<file path="config.mk">
export PLATFORM = sky130hd
export DESIGN_NAME = tis_top
export DESIGN_NICKNAME = d
export VERILOG_FILES = /design/src/hdl/tis_pkg.sv /design/src/hdl/tis_persist.sv /design/src/hdl/tis_top.sv
export SDC_FILE = /design/constraint.sdc
export NUM_CORES = 1
export LEC_CHECK = 0
export ABC_AREA = 1
export BUFFER_PORTS_ARGS = -buffer_cell sky130_fd_sc_hd__buf_4
export CAP_MARGIN = 10
export CELL_PAD_IN_SITES_DETAIL_PLACEMENT = 0
export CELL_PAD_IN_SITES_GLOBAL_PLACEMENT = 1
export CORE_MARGIN = 4
export CORE_UTILIZATION = 44
export DETAILED_ROUTE_END_ITERATION = 8
export HOLD_SLACK_MARGIN = 0.05
export PLACE_DENSITY = 0.91
export SKIP_LAST_GASP = 1
export SYNTH_ARGS = -nofsm -noshare
export SYNTH_HDL_FRONTEND = slang
export SYNTH_SLANG_ARGS = --single-unit
</file>
<file path="constraint.sdc">
create_clock -name i_clk -period 4.2 [get_ports i_clk]
set_input_delay 0.84 -clock i_clk [delete_from_list [all_inputs] [get_ports i_clk]]
set_output_delay 0.84 -clock i_clk [all_outputs]
set_load 0.005 [all_outputs]
</file>
<file path="src/hdl/tis_pkg.sv">
// Package for the threshold and interrupt status block.
// Assumes a byte-wide register port driven by the I2C slave logic.
`default_nettype none
package tis_pkg;
    // Register offsets
    localparam logic [7:0] ADDR_INT_CTRL = 8'h89;
    localparam logic [7:0] ADDR_LOW_HI   = 8'h8a;
    localparam logic [7:0] ADDR_LOW_LO   = 8'h8b;
    localparam logic [7:0] ADDR_UP_HI    = 8'h8c;
    localparam logic [7:0] ADDR_UP_LO    = 8'h8d;
    localparam logic [7:0] ADDR_FLAGS    = 8'h8e;
    localparam logic [7:0] ADDR_MOD      = 8'h8f;
    // Flag bit positions
    localparam int FLAG_PROX  = 3;
    localparam int FLAG_ALS   = 2;
    localparam int FLAG_BELOW = 1;
    localparam int FLAG_ABOVE = 0;
    // Control bit positions (count in 7:5)
    localparam int CTL_PROX_EN = 3;
    localparam int CTL_ALS_EN  = 2;
    localparam int CTL_LIM_EN  = 1;
    localparam int CTL_SEL     = 0;
    // Reset values
    localparam logic [7:0]  RST_MOD   = 8'h01;
    localparam logic [7:0]  RST_CTRL  = 8'h00;
    localparam logic [15:0] RST_LIMIT = 16'h0000;

    // One register access from the bus slave
    typedef struct packed {
        logic       wr;
        logic [7:0] addr;
        logic [7:0] wdata;
    } tis_reg_req_t;

    // One new measurement result
    typedef struct packed {
        logic        prox_valid;
        logic        als_valid;
        logic [15:0] prox;
        logic [15:0] als;
    } tis_result_t;
endpackage : tis_pkg
`default_nettype wire

</file>
<file path="src/hdl/tis_persist.sv">
// Consecutive out-of-limit counter for the limit comparison.
// Assumes one sample strobe per new result of the selected source.
`default_nettype none
module tis_persist (
    // Clock and reset
    input  wire logic       i_clk,
    input  wire logic       i_srst,
    // Sample
    input  wire logic       i_sample,
    input  wire logic       i_above,
    input  wire logic       i_below,
    input  wire logic [2:0] i_code,
    // Events
    output logic            o_above_evt,
    output logic            o_below_evt
);
    logic [7:0] run_q;
    logic       last_above_q;
    logic [7:0] need;

    assign need = 8'(1 << i_code); // see RULE_17

    // Run length of out-of-limit samples on the same side
    // An event restarts the run, so a long run fires every 2^code samples
    always_ff @(posedge i_clk) begin
        if (i_srst) begin
            run_q        <= 8'h00;
            last_above_q <= 1'b0;
        end else if (i_sample) begin
            if (!(i_above || i_below) || o_above_evt || o_below_evt) begin // see RULE_17
                run_q <= 8'h00;
            end else if ((i_above != last_above_q) || run_q == 8'h00) begin
                run_q <= 8'h01;
            end else if (run_q != 8'hff) begin
                run_q <= run_q + 8'h01;
            end
            last_above_q <= i_above;
        end
    end

    // Event fires when the run reaches the count
    always_comb begin
        logic [7:0] nxt;
        nxt = 8'h00;
        if (i_above || i_below) begin
            nxt = ((i_above != last_above_q) || run_q == 8'h00) ? 8'h01 : run_q + 8'h01;
        end
        o_above_evt = i_sample && i_above && (nxt == need); // see RULE_17
        o_below_evt = i_sample && i_below && (nxt == need);
    end
endmodule : tis_persist
`default_nettype wire

</file>
<file path="src/hdl/tis_top.sv">
// Threshold limits, event flags and modulator timing register.
// Assumes an I2C slave presents byte reads and writes on a simple port.
//
// Notes on behaviour
// RULE_01 - Lower limit 16 bits at 8Ah (high byte) and 8Bh (low byte), read/write.
// RULE_02 - Upper limit 16 bits at 8Ch (high byte) and 8Dh (low byte), read/write.
// RULE_03 - Status register at 8Eh reports ready and limit crossing events.
// RULE_04 - Proximity-done flag sets when a proximity ready interrupt is generated.
// RULE_05 - Light-done flag sets when an ambient ready interrupt is generated.
// RULE_06 - Below-limit flag sets when selected result falls below lower limit.
// RULE_07 - Above-limit flag sets when selected result exceeds upper limit.
// RULE_08 - Flags stay set until host writes one to that bit only.
// RULE_09 - Interrupt pin low while any flag is set.
// RULE_10 - Modulator delay field writable, resets to zero.
// RULE_11 - Modulator dead-time field writable, resets to one.
// RULE_12 - Host should program modulator register with one, its default.
// RULE_13 - Flags at bits 3..0; bits 7..4 read zero.
// RULE_14 - Modulator: delay 7:5, frequency 4:3, dead time 2:0.
// RULE_15 - Limit events only when strictly above or strictly below.
// RULE_16 - Select bit: zero uses proximity, one uses ambient light.
// RULE_17 - Needs 2^code consecutive out-of-limit results, code default 000.
// RULE_18 - Limit enable gates limit interrupts and limit flags.
// RULE_19 - Separate enables gate proximity and ambient ready interrupts.
`default_nettype none
module tis_top (
    // Clock and reset
    input  wire logic                 i_clk,
    input  wire logic                 i_srst,
    // Register port
    input  wire tis_pkg::tis_reg_req_t i_req,
    output logic [7:0]                o_rdata,
    // Results from the measurement engines
    input  wire tis_pkg::tis_result_t  i_res,
    // Outputs
    output logic                      o_int_n,
    output logic [2:0]                o_mod_delay,
    output logic [1:0]                o_mod_freq,
    output logic [2:0]                o_mod_dead
);
    logic [15:0] low_q;
    logic [15:0] up_q;
    logic [7:0]  ctrl_q;
    logic [7:0]  mod_q;
    logic [3:0]  flags_q;
    logic        wr;
    logic        sel_valid;
    logic [15:0] sel_val;
    logic        is_above;
    logic        is_below;
    logic        above_evt;
    logic        below_evt;
    logic [3:0]  set_v;
    logic [3:0]  clr_v;

    assign wr = i_req.wr;

    // Limits, control and modulator registers
    always_ff @(posedge i_clk) begin
        if (i_srst) begin
            low_q  <= tis_pkg::RST_LIMIT;
            up_q   <= tis_pkg::RST_LIMIT;
            ctrl_q <= tis_pkg::RST_CTRL;
            mod_q  <= tis_pkg::RST_MOD; // see RULE_10 see RULE_11 see RULE_12
        end else if (wr) begin
            unique case (i_req.addr)
                tis_pkg::ADDR_LOW_HI:   low_q[15:8] <= i_req.wdata; // see RULE_01
                tis_pkg::ADDR_LOW_LO:   low_q[7:0]  <= i_req.wdata; // see RULE_01
                tis_pkg::ADDR_UP_HI:    up_q[15:8]  <= i_req.wdata; // see RULE_02
                tis_pkg::ADDR_UP_LO:    up_q[7:0]   <= i_req.wdata; // see RULE_02
                tis_pkg::ADDR_INT_CTRL: ctrl_q      <= i_req.wdata;
                tis_pkg::ADDR_MOD:      mod_q       <= i_req.wdata; // see RULE_14
                default: ;
            endcase
        end
    end

    // Limit bytes land at the edge of the write strobe
    low_write_a: assert property ( // see RULE_01
        @(posedge i_clk) disable iff (i_srst)
        wr && i_req.addr == tis_pkg::ADDR_LOW_HI |=> low_q[15:8] == $past(i_req.wdata))
        else $error("lower limit high byte not written");
    up_write_a: assert property ( // see RULE_02
        @(posedge i_clk) disable iff (i_srst)
        wr && i_req.addr == tis_pkg::ADDR_UP_LO |=> up_q[7:0] == $past(i_req.wdata))
        else $error("upper limit low byte not written");

    // Limit source select and strict comparison
    assign sel_valid = ctrl_q[tis_pkg::CTL_SEL] ? i_res.als_valid : i_res.prox_valid; // see RULE_16
    assign sel_val   = ctrl_q[tis_pkg::CTL_SEL] ? i_res.als : i_res.prox;
    assign is_above  = sel_val > up_q;  // see RULE_15
    assign is_below  = sel_val < low_q; // see RULE_15

    tis_persist u_persist (
        .i_clk       (i_clk),
        .i_srst      (i_srst),
        .i_sample    (sel_valid),
        .i_above     (is_above),
        .i_below     (is_below),
        .i_code      (ctrl_q[7:5]),
        .o_above_evt (above_evt),
        .o_below_evt (below_evt)
    );

    // Events only on a strict crossing; code zero fires on every out sample
    strict_cmp_a: assert property ( // see RULE_15
        @(posedge i_clk) disable iff (i_srst)
        above_evt || below_evt |-> sel_valid && (above_evt ? sel_val > up_q : sel_val < low_q))
        else $error("limit event without strict crossing");
    count_one_a: assert property ( // see RULE_17
        @(posedge i_clk) disable iff (i_srst)
        sel_valid && (is_above || is_below) && ctrl_q[7:5] == 3'h0 |-> above_evt || below_evt)
        else $error("code zero sample gave no event");

    // Event sources, each gated by its enable
    always_comb begin
        set_v = 4'h0;
        set_v[tis_pkg::FLAG_PROX]  = i_res.prox_valid && ctrl_q[tis_pkg::CTL_PROX_EN]; // see RULE_04 see RULE_19
        set_v[tis_pkg::FLAG_ALS]   = i_res.als_valid && ctrl_q[tis_pkg::CTL_ALS_EN];   // see RULE_05 see RULE_19
        set_v[tis_pkg::FLAG_BELOW] = below_evt && ctrl_q[tis_pkg::CTL_LIM_EN];         // see RULE_06 see RULE_18
        set_v[tis_pkg::FLAG_ABOVE] = above_evt && ctrl_q[tis_pkg::CTL_LIM_EN];         // see RULE_07 see RULE_18
        clr_v = (wr && i_req.addr == tis_pkg::ADDR_FLAGS) ? i_req.wdata[3:0] : 4'h0;
    end

    // Sticky flags; a set in the clearing cycle wins so no event is lost
    always_ff @(posedge i_clk) begin
        if (i_srst) begin
            flags_q <= 4'h0;
        end else begin
            flags_q <= (flags_q & ~clr_v) | set_v; // see RULE_08 see RULE_03
        end
    end

    // Each enabled source sets its own flag at the next edge
    als_set_a: assert property ( // see RULE_05
        @(posedge i_clk) disable iff (i_srst)
        i_res.als_valid && ctrl_q[tis_pkg::CTL_ALS_EN] |=> flags_q[tis_pkg::FLAG_ALS])
        else $error("light flag not set");
    above_set_a: assert property ( // see RULE_07
        @(posedge i_clk) disable iff (i_srst)
        above_evt && ctrl_q[tis_pkg::CTL_LIM_EN] |=> flags_q[tis_pkg::FLAG_ABOVE])
        else $error("above flag not set");
    below_set_a: assert property ( // see RULE_06
        @(posedge i_clk) disable iff (i_srst)
        below_evt && ctrl_q[tis_pkg::CTL_LIM_EN] |=> flags_q[tis_pkg::FLAG_BELOW])
        else $error("below flag not set");

    // Interrupt pin from its own flop, loaded at the same edge as the flags
    always_ff @(posedge i_clk) begin
        if (i_srst) begin
            o_int_n <= 1'b1;
        end else begin
            o_int_n <= ~(|((flags_q & ~clr_v) | set_v)); // see RULE_09
        end
    end

    // Pin and flags are built from the same next value, so they never disagree
    int_track_a: assert property ( // see RULE_09
        @(posedge i_clk) disable iff (i_srst) o_int_n == !(|flags_q))
        else $error("int pin does not match flags");

    // Read data, registered
    always_ff @(posedge i_clk) begin
        if (i_srst) begin
            o_rdata <= 8'h00;
        end else begin
            unique case (i_req.addr)
                tis_pkg::ADDR_LOW_HI:   o_rdata <= low_q[15:8];
                tis_pkg::ADDR_LOW_LO:   o_rdata <= low_q[7:0];
                tis_pkg::ADDR_UP_HI:    o_rdata <= up_q[15:8];
                tis_pkg::ADDR_UP_LO:    o_rdata <= up_q[7:0];
                tis_pkg::ADDR_INT_CTRL: o_rdata <= ctrl_q;
                tis_pkg::ADDR_FLAGS:    o_rdata <= {4'h0, flags_q}; // see RULE_13
                tis_pkg::ADDR_MOD:      o_rdata <= mod_q;
                default:                o_rdata <= 8'h00;
            endcase
        end
    end

    // Modulator read returns the stored byte one cycle later
    read_mod_a: assert property ( // see RULE_14
        @(posedge i_clk) disable iff (i_srst)
        i_req.addr == tis_pkg::ADDR_MOD |=> o_rdata == $past(mod_q))
        else $error("modulator read mismatch");

    // Modulator fields out, registered
    always_ff @(posedge i_clk) begin
        if (i_srst) begin
            o_mod_delay <= tis_pkg::RST_MOD[7:5];
            o_mod_freq  <= tis_pkg::RST_MOD[4:3];
            o_mod_dead  <= tis_pkg::RST_MOD[2:0];
        end else begin
            o_mod_delay <= mod_q[7:5]; // see RULE_14
            o_mod_freq  <= mod_q[4:3];
            o_mod_dead  <= mod_q[2:0];
        end
    end

    // Field pins trail the register by one cycle
    mod_out_a: assert property ( // see RULE_14
        @(posedge i_clk) disable iff (i_srst) {o_mod_delay, o_mod_freq, o_mod_dead} == $past(mod_q))
        else $error("modulator fields stale");

    // Flag holding and clearing
    flag_sticky_a: assert property ( // see RULE_08
        @(posedge i_clk) disable iff (i_srst)
        flags_q[0] && !clr_v[0] |=> flags_q[0])
        else $error("flag dropped without clear");
    flag_clear_a: assert property ( // see RULE_08
        @(posedge i_clk) disable iff (i_srst)
        clr_v[1] && !set_v[1] |=> !flags_q[1])
        else $error("flag not cleared");
    // Interrupt level against the flags
    int_level_a: assert property ( // see RULE_09
        @(posedge i_clk) disable iff (i_srst)
        (|flags_q) |=> !o_int_n || $past(|clr_v))
        else $error("int not low");
    int_idle_a: assert property ( // see RULE_09
        @(posedge i_clk) disable iff (i_srst)
        (flags_q == 4'h0) |-> ##0 1'b1 ##1 (o_int_n || $past(|set_v)))
        else $error("int low idle");
    // Source enables
    prox_set_a: assert property ( // see RULE_04
        @(posedge i_clk) disable iff (i_srst)
        i_res.prox_valid && ctrl_q[3] |=> flags_q[3])
        else $error("prox flag not set");
    als_gate_a: assert property ( // see RULE_19
        @(posedge i_clk) disable iff (i_srst)
        !flags_q[2] && !(i_res.als_valid && ctrl_q[2]) |=> !flags_q[2])
        else $error("als flag set");
    limit_gate_a: assert property ( // see RULE_18
        @(posedge i_clk) disable iff (i_srst)
        !ctrl_q[1] && flags_q[1:0] == 2'b00 |=> flags_q[1:0] == 2'b00)
        else $error("limit flag ungated");
    // Unused status bits always read as zero
    status_read_a: assert property ( // see RULE_13
        @(posedge i_clk) disable iff (i_srst)
        i_req.addr == tis_pkg::ADDR_FLAGS |=> o_rdata[7:4] == 4'h0)
        else $error("reserved bits set");
endmodule : tis_top
`default_nettype wire

</file>
# Yosys cells after proc, flatten, opt, wreduce, memory -nomap -nowiden
# Index checks and enable logic that the tools add are counted.
# totals
register_bits,78
in_bits,53
wordCells,65
# op_classes
n_addsub,1
magnitude_cmp,2
eq_ne,10
shift,1
n_mux,9
bitwise,4
reduce_logical,24
# ops
operator,n
$eq 8x8->1 const B,7
$pmux 8 s7,1
$mux 8,5
$gt 16x16->1,1
$lt 16x16->1,1
$mux 16,1
$reduce_and 2->1,7
$logic_and 1x1->1,9
$add 8x1->8 const B,1
$eq 8x8->1,1
$logic_not 8->1,1
$ne 8x8->1 const B,1
$shl 1x3->8 const A,1
$and 4x4->4,1
$logic_or 1x1->1,4
$mux 4,1
$not 4->4,1
$or 4x4->4,1
$reduce_or 4->1,1
$reduce_bool 3->1,1
$logic_not 1->1,1
$mux 1,1
$ne 1x1->1,1
$not 1->1,1

# Depth between registers and ports, before layout
# logic_depth
word_depth,12
depth_mapped,30
mapped_depth_nobuf,29

# Modules after synthesis
# Synthesis repeated with hierarchy kept, for this count alone.
# hier_totals
cells_unflattened,707
area_unflattened_um2,4845.9
# by_module_without_submodules
mod,instances,cells_each,area_each_um2,seq_area_each_um2
tis_top,1,524,3793.6,1381.3
tis_persist,1,183,1052.3,180.2

# Least setup slack after synthesis
# No wires, ideal clock.
# synth_path
path_kind,in2reg
start,input i_res[15] (netlist name)
end,register u_persist.run_q[7]
setup_time_ps,110
arrival_ps,2935
required_ps,4090
setup_slack_ps,1156
cell_stages,21
n_path_buf,1
path_cell_list,nand2_1 nand2_1 ha_1 nand2_1 nor3_2 nand2_1 nand2_1 nand2_2 nand2_2 nand3_4 nor2_1 nand3_1 nand2_1 nand2_2 nor2_4 nand3_4 nand3_4 buf_6 nand3_1 nand3_1 inv_2
# synth_via
elab_chain_cells,12
elab_cells_between_ends,20
# synth_rtl
element,line_no,text
start: declaration,tis_top.sv:33,"input wire tis_pkg::tis_result_t i_res,"
$mux 16 (*),tis_top.sv:89,assign sel_val = ctrl_q[tis_pkg::CTL_SEL] ? i_res.als : i_res.prox;
$gt 16x16->1,tis_top.sv:90,assign is_above = sel_val > up_q;
$ne 1x1->1,"tis_persist.sv:32, tis_persist.sv:46",
$logic_or 1x1->1,"tis_persist.sv:32, tis_persist.sv:46",
$mux 8,tis_persist.sv:46,nxt = ((i_above != last_above_q) || run_q == 8'h00) ? 8'h01 : run_q + 8'h01;
$mux 8,tis_persist.sv:45,if (i_above || i_below) begin
$eq 8x8->1,"tis_persist.sv:48, tis_persist.sv:49",
$logic_and 1x1->1,tis_persist.sv:48,o_above_evt = i_sample && i_above && (nxt == need);
$logic_or 1x1->1 (2 in a row),tis_persist.sv:30,if (!(i_above || i_below) || o_above_evt || o_below_evt) begin
$reduce_bool 3->1 (no source line),-,
$reduce_and 2->1 (no source line),-,
end signal: assignment,tis_persist.sv:35,run_q <= run_q + 8'h01;
end: declaration,tis_persist.sv:17,logic [7:0] run_q;
# Every way passes the cells marked *; elsewhere a longest branch is shown, timed or not.
# A chain may end at the register's enable or synchronous reset.

# Worst setup path in the final report
# layout_path
start,register ctrl_q[0]
end,register u_persist.run_q[4]
# layout_via
elab_chain_cells,12
elab_cells_between_ends,21
# layout_rtl
element,line_no,text
start: declaration,tis_top.sv:42,logic [7:0] ctrl_q;
start signal: assignment,tis_top.sv:62,ctrl_q <= tis_pkg::RST_CTRL;
start signal: assignment,tis_top.sv:70,tis_pkg::ADDR_INT_CTRL: ctrl_q <= i_req.wdata;
$mux 16,tis_top.sv:89,
$gt 16x16->1,tis_top.sv:90,
$ne 1x1->1,"tis_persist.sv:32, tis_persist.sv:46",
$logic_or 1x1->1,"tis_persist.sv:32, tis_persist.sv:46",
$mux 8,tis_persist.sv:46,
$mux 8,tis_persist.sv:45,
$eq 8x8->1,"tis_persist.sv:48, tis_persist.sv:49",
$logic_and 1x1->1,tis_persist.sv:48,
$logic_or 1x1->1 (2 in a row),tis_persist.sv:30,
$reduce_bool 3->1 (no source line),-,
$reduce_and 2->1 (no source line),-,
# Parallel ways exist; a longest one is shown, timed or not.

==> results.txt <==
Post-route ant nets: 0
Top post-synthesis cells by area: dfxtp_1 (35%), nand2_1 (11%), ha_1 (9.2%)
Clk sink count: 78
Starting Density: 45.5%
Startpoint types: flip-flop
Syn Nets: 727
Final-report setup violation count: 0
Wirelength per Cell: 14.7 um
Setup Fix Bufs, Post-CTS: 0
Mapped Area: 4470 sq um
Die X: 109 um
Most common cell in the netlist: nand2_1
Area of the multi-input gates: 2490 sq um
Rel. slew slack: 47.5%
Register bit total from synthesis: 78
Hold Crit Class: flip-flop to flip-flop
GRT overflow: 0
Reg area: 1560 sq um
Post-synth EDFFs: 0
WP data required: 4.46 ns
Dpl cells: 823
CTS resizes: 0
Cts bufs inserted: 9
Syn avg cell area: 6.97 sq um
Final Skew: 0.00968 ns
IO Pins: 70
DR iter-0 viols: 268
Fraction of layout cells with a size suffix above 1: 15.0%
VDD IR max: 0.164 mV
ANT cells: 0
Final Slew Violations: 0
Routed vias/inst: 5.26
RSZ-0062 raised after global routing: false
Cell Count, Final, Fillers Out: 839
Pleak: 2.18 nW
Post-synth ARST share: 0%
Reg-to-Reg Start: ctrl_q[0]$_SDFFE_PP0P_
CTS tree: built
Post-layout min period: 3.28 ns
Core Area: 9820 sq um
Synth Flop Type: dfxtp_1
Cells on worst reg2reg path: 22
Clock slew seen by the registers of the worst setup and hold paths: 0.08 ns
Design area: 5280 sq um
Worst R2R Setup Slack: 0.92 ns
Final GP Congestion: 0.889
Cells after Synth: 641
Pwr Density: 303 nW/um^2
Register area share after synthesis: 34.9%
R2R Path End: u_persist.run_q[4]$_SDFFE_PP0P_
Worst Setup End Kind: flip-flop
Yosys warns: 0
Number of library cell types mapped by synthesis: 38
Status: completed
Worst Tran Pin Value: 0.786 ns
Max_cap viols: 0
Synth cell count leaders: nand2_1 (133), dfxtp_1 (78), inv_1 (78)
Routed WL: 12.3 mm
Total power: 1.60 mW
Largest area contributor in the netlist: dfxtp_1
Nets@finish: 787
WHS Endpoint: o_mod_dead[0]$_SDFF_PP1_
Area Overhead vs Synth: 18.1%
Placed cell area: 5060 sq um
Max FO, Critical Path: 15
Hold Vio Cnt, Final: 0
Largest net degree at the start of global routing: 32
Origin of the worst min-delay path: mod_q[0]$_SDFFE_PP1P_
Root Buffer: clkbuf_8
Chip Height: 109 um
Hold path cells: 2
Htree depth: 3
Drt pass-1 iters: 5
Die ar.: 11800 sq um
Setup Crit Path Kind: flip-flop to flip-flop
TNS Setup: 0 ns
Hold buffers post-CTS: 0
Via count: 4412
Tcrit/Tclk final: 78.1%
Clock Tree Buf Depth: 2
Rows: 36
PortBufs: 69
Worst Path Arrival: 3.54 ns
Yosys top cell area share: 34.9%
Vias in the first global route: 3992
Antenna violations before repair: 0
Post-DP HPWL: 9.60 mm
# DRC: 0
Max Clk Rate: 0.305 GHz
First-pass GRT wire length: 19.7 mm
Worst-skew pair later-pin latency: 0.37 ns
Tot GR Track Use: 21.4%
Fillers: 974
-- kinds of logic after synthesis --
group | count (synthesis) | synth area share, %
flops | 78 | 34.9
xor+xnor | 5 | 0.980
buf+inv | 102 | 9.29
fa+ha+maj | 33 | 9.24
simple gates | 266 | 26.7
compound gates | 157 | 18.8
-- area by class of cell --
class / instances / share of cell area, %
inverter: 80 / 5.74
clock buffer: 9 / 2.35
timing repair buffer: 71 / 10.1
multi-input combinational: 461 / 47.2
sequential: 78 / 29.6
tap: 133 / 3.15
clock inverter: 7 / 1.85
-- registers in the layout (all words and copies together) (netlist names) --
| signal | flops |
|---|---|
| low_q | 16 |
| up_q | 16 |
| ctrl_q | 8 |
| mod_q | 8 |
| o_rdata | 8 |
| u_persist.run_q | 8 |
| flags_q | 4 |
| o_mod_dead | 3 |
| o_mod_delay | 3 |
| o_mod_freq | 2 |
| o_int_n | 1 |
| u_persist.last_above_q | 1 |
-- power by group --
group	switching (mW)	leakage, nW	internal [mW]
logic	0.122	1.44	0.0870
clock network	0.303	0.106	0.336
registers	0.00772	0.630	0.746
-- worst max-delay path, cell delays in order, from the launching register on --
cell	delay (ns)
dfxtp_1	0.45
buf_4	0.25
nand2_1	0.07
nand2_1	0.10
ha_1	0.25
nand2_1	0.07
nand2_1	0.05
nand3_1	0.07
nand2_1	0.07
a21oi_1	0.14
nand2_1	0.13
nand3_1	0.16
nand3_4	0.13
nor2_1	0.21
nand2_1	0.10
nand2_1	0.10
nand3_2	0.11
nor2_4	0.13
nand3_4	0.14
nand3_4	0.19
nand2_1	0.09
nor2_1	0.13
nor2_1	0.05
-- per-layer routing --
layer	vias up	share of wire, %	track usage (%)
met5	-	0	0
met2	164	47	36.1
met1	1977	44	28.0
met3	14	6.9	4.09
met4	0	1.6	5.68
li1	2257	-	-
-- metrics by stage --
| stage | setup WS, ns | util [%] | hold WS, ns |
|---|---|---|---|
| 3_3_place_gp | 0.676 | 51.5 | 0.424 |
| 6_report | 0.919 | 53.7 | 0.451 |
| 4_1_cts | 0.871 | 53.7 | 0.456 |
| 3_5_place_dp | 0.612 | 51.5 | 0.435 |
| 2_1_floorplan | 1.16 | - | 0.398 |
| 5_1_grt | 0.554 | 53.7 | 0.497 |
-- cell usage in the layout, fill, tap and decap left out, drive strengths merged --
cell type,count
nand2,139
inv,81
dfxtp,78
a21oi,75
buf,71
nor2,59
o21ai,53
nand3,42
ha,33
o22ai,17
nor3,10
clkbuf,9
nand4,7
a2111oi,6
nor4,3
xnor2,3
or2,2
nand3b,2
a31oi,2
xor2,2
clkinvlp,2
bufinv,2
clkinv,2
and2,1
a21o,1
a211oi,1
o21a,1
a22oi,1
and3,1
-- how the worst max path moves through the flow --
| stage | start | endpoint | slack, ns | depth (start not counted) |
|---|---|---|---|---|
| 2_1_floorplan | i_res[15] | u_persist.run_q[7]$_SDFFE_PP0P_ | 1.16 | 21 |
| 3_3_place_gp | i_res[11] | u_persist.run_q[4]$_SDFFE_PP0P_ | 0.68 | 21 |
| 3_5_place_dp | i_res[27] | u_persist.run_q[4]$_SDFFE_PP0P_ | 0.61 | 21 |
| 4_1_cts | ctrl_q[0]$_SDFFE_PP0P_ | u_persist.run_q[4]$_SDFFE_PP0P_ | 0.87 | 22 |
| 5_1_grt | ctrl_q[0]$_SDFFE_PP0P_ | u_persist.run_q[4]$_SDFFE_PP0P_ | 0.55 | 22 |
| 6_report | ctrl_q[0]$_SDFFE_PP0P_ | u_persist.run_q[4]$_SDFFE_PP0P_ | 0.92 | 22 |
No activity file was read; power rests on OpenSTA's default activity.
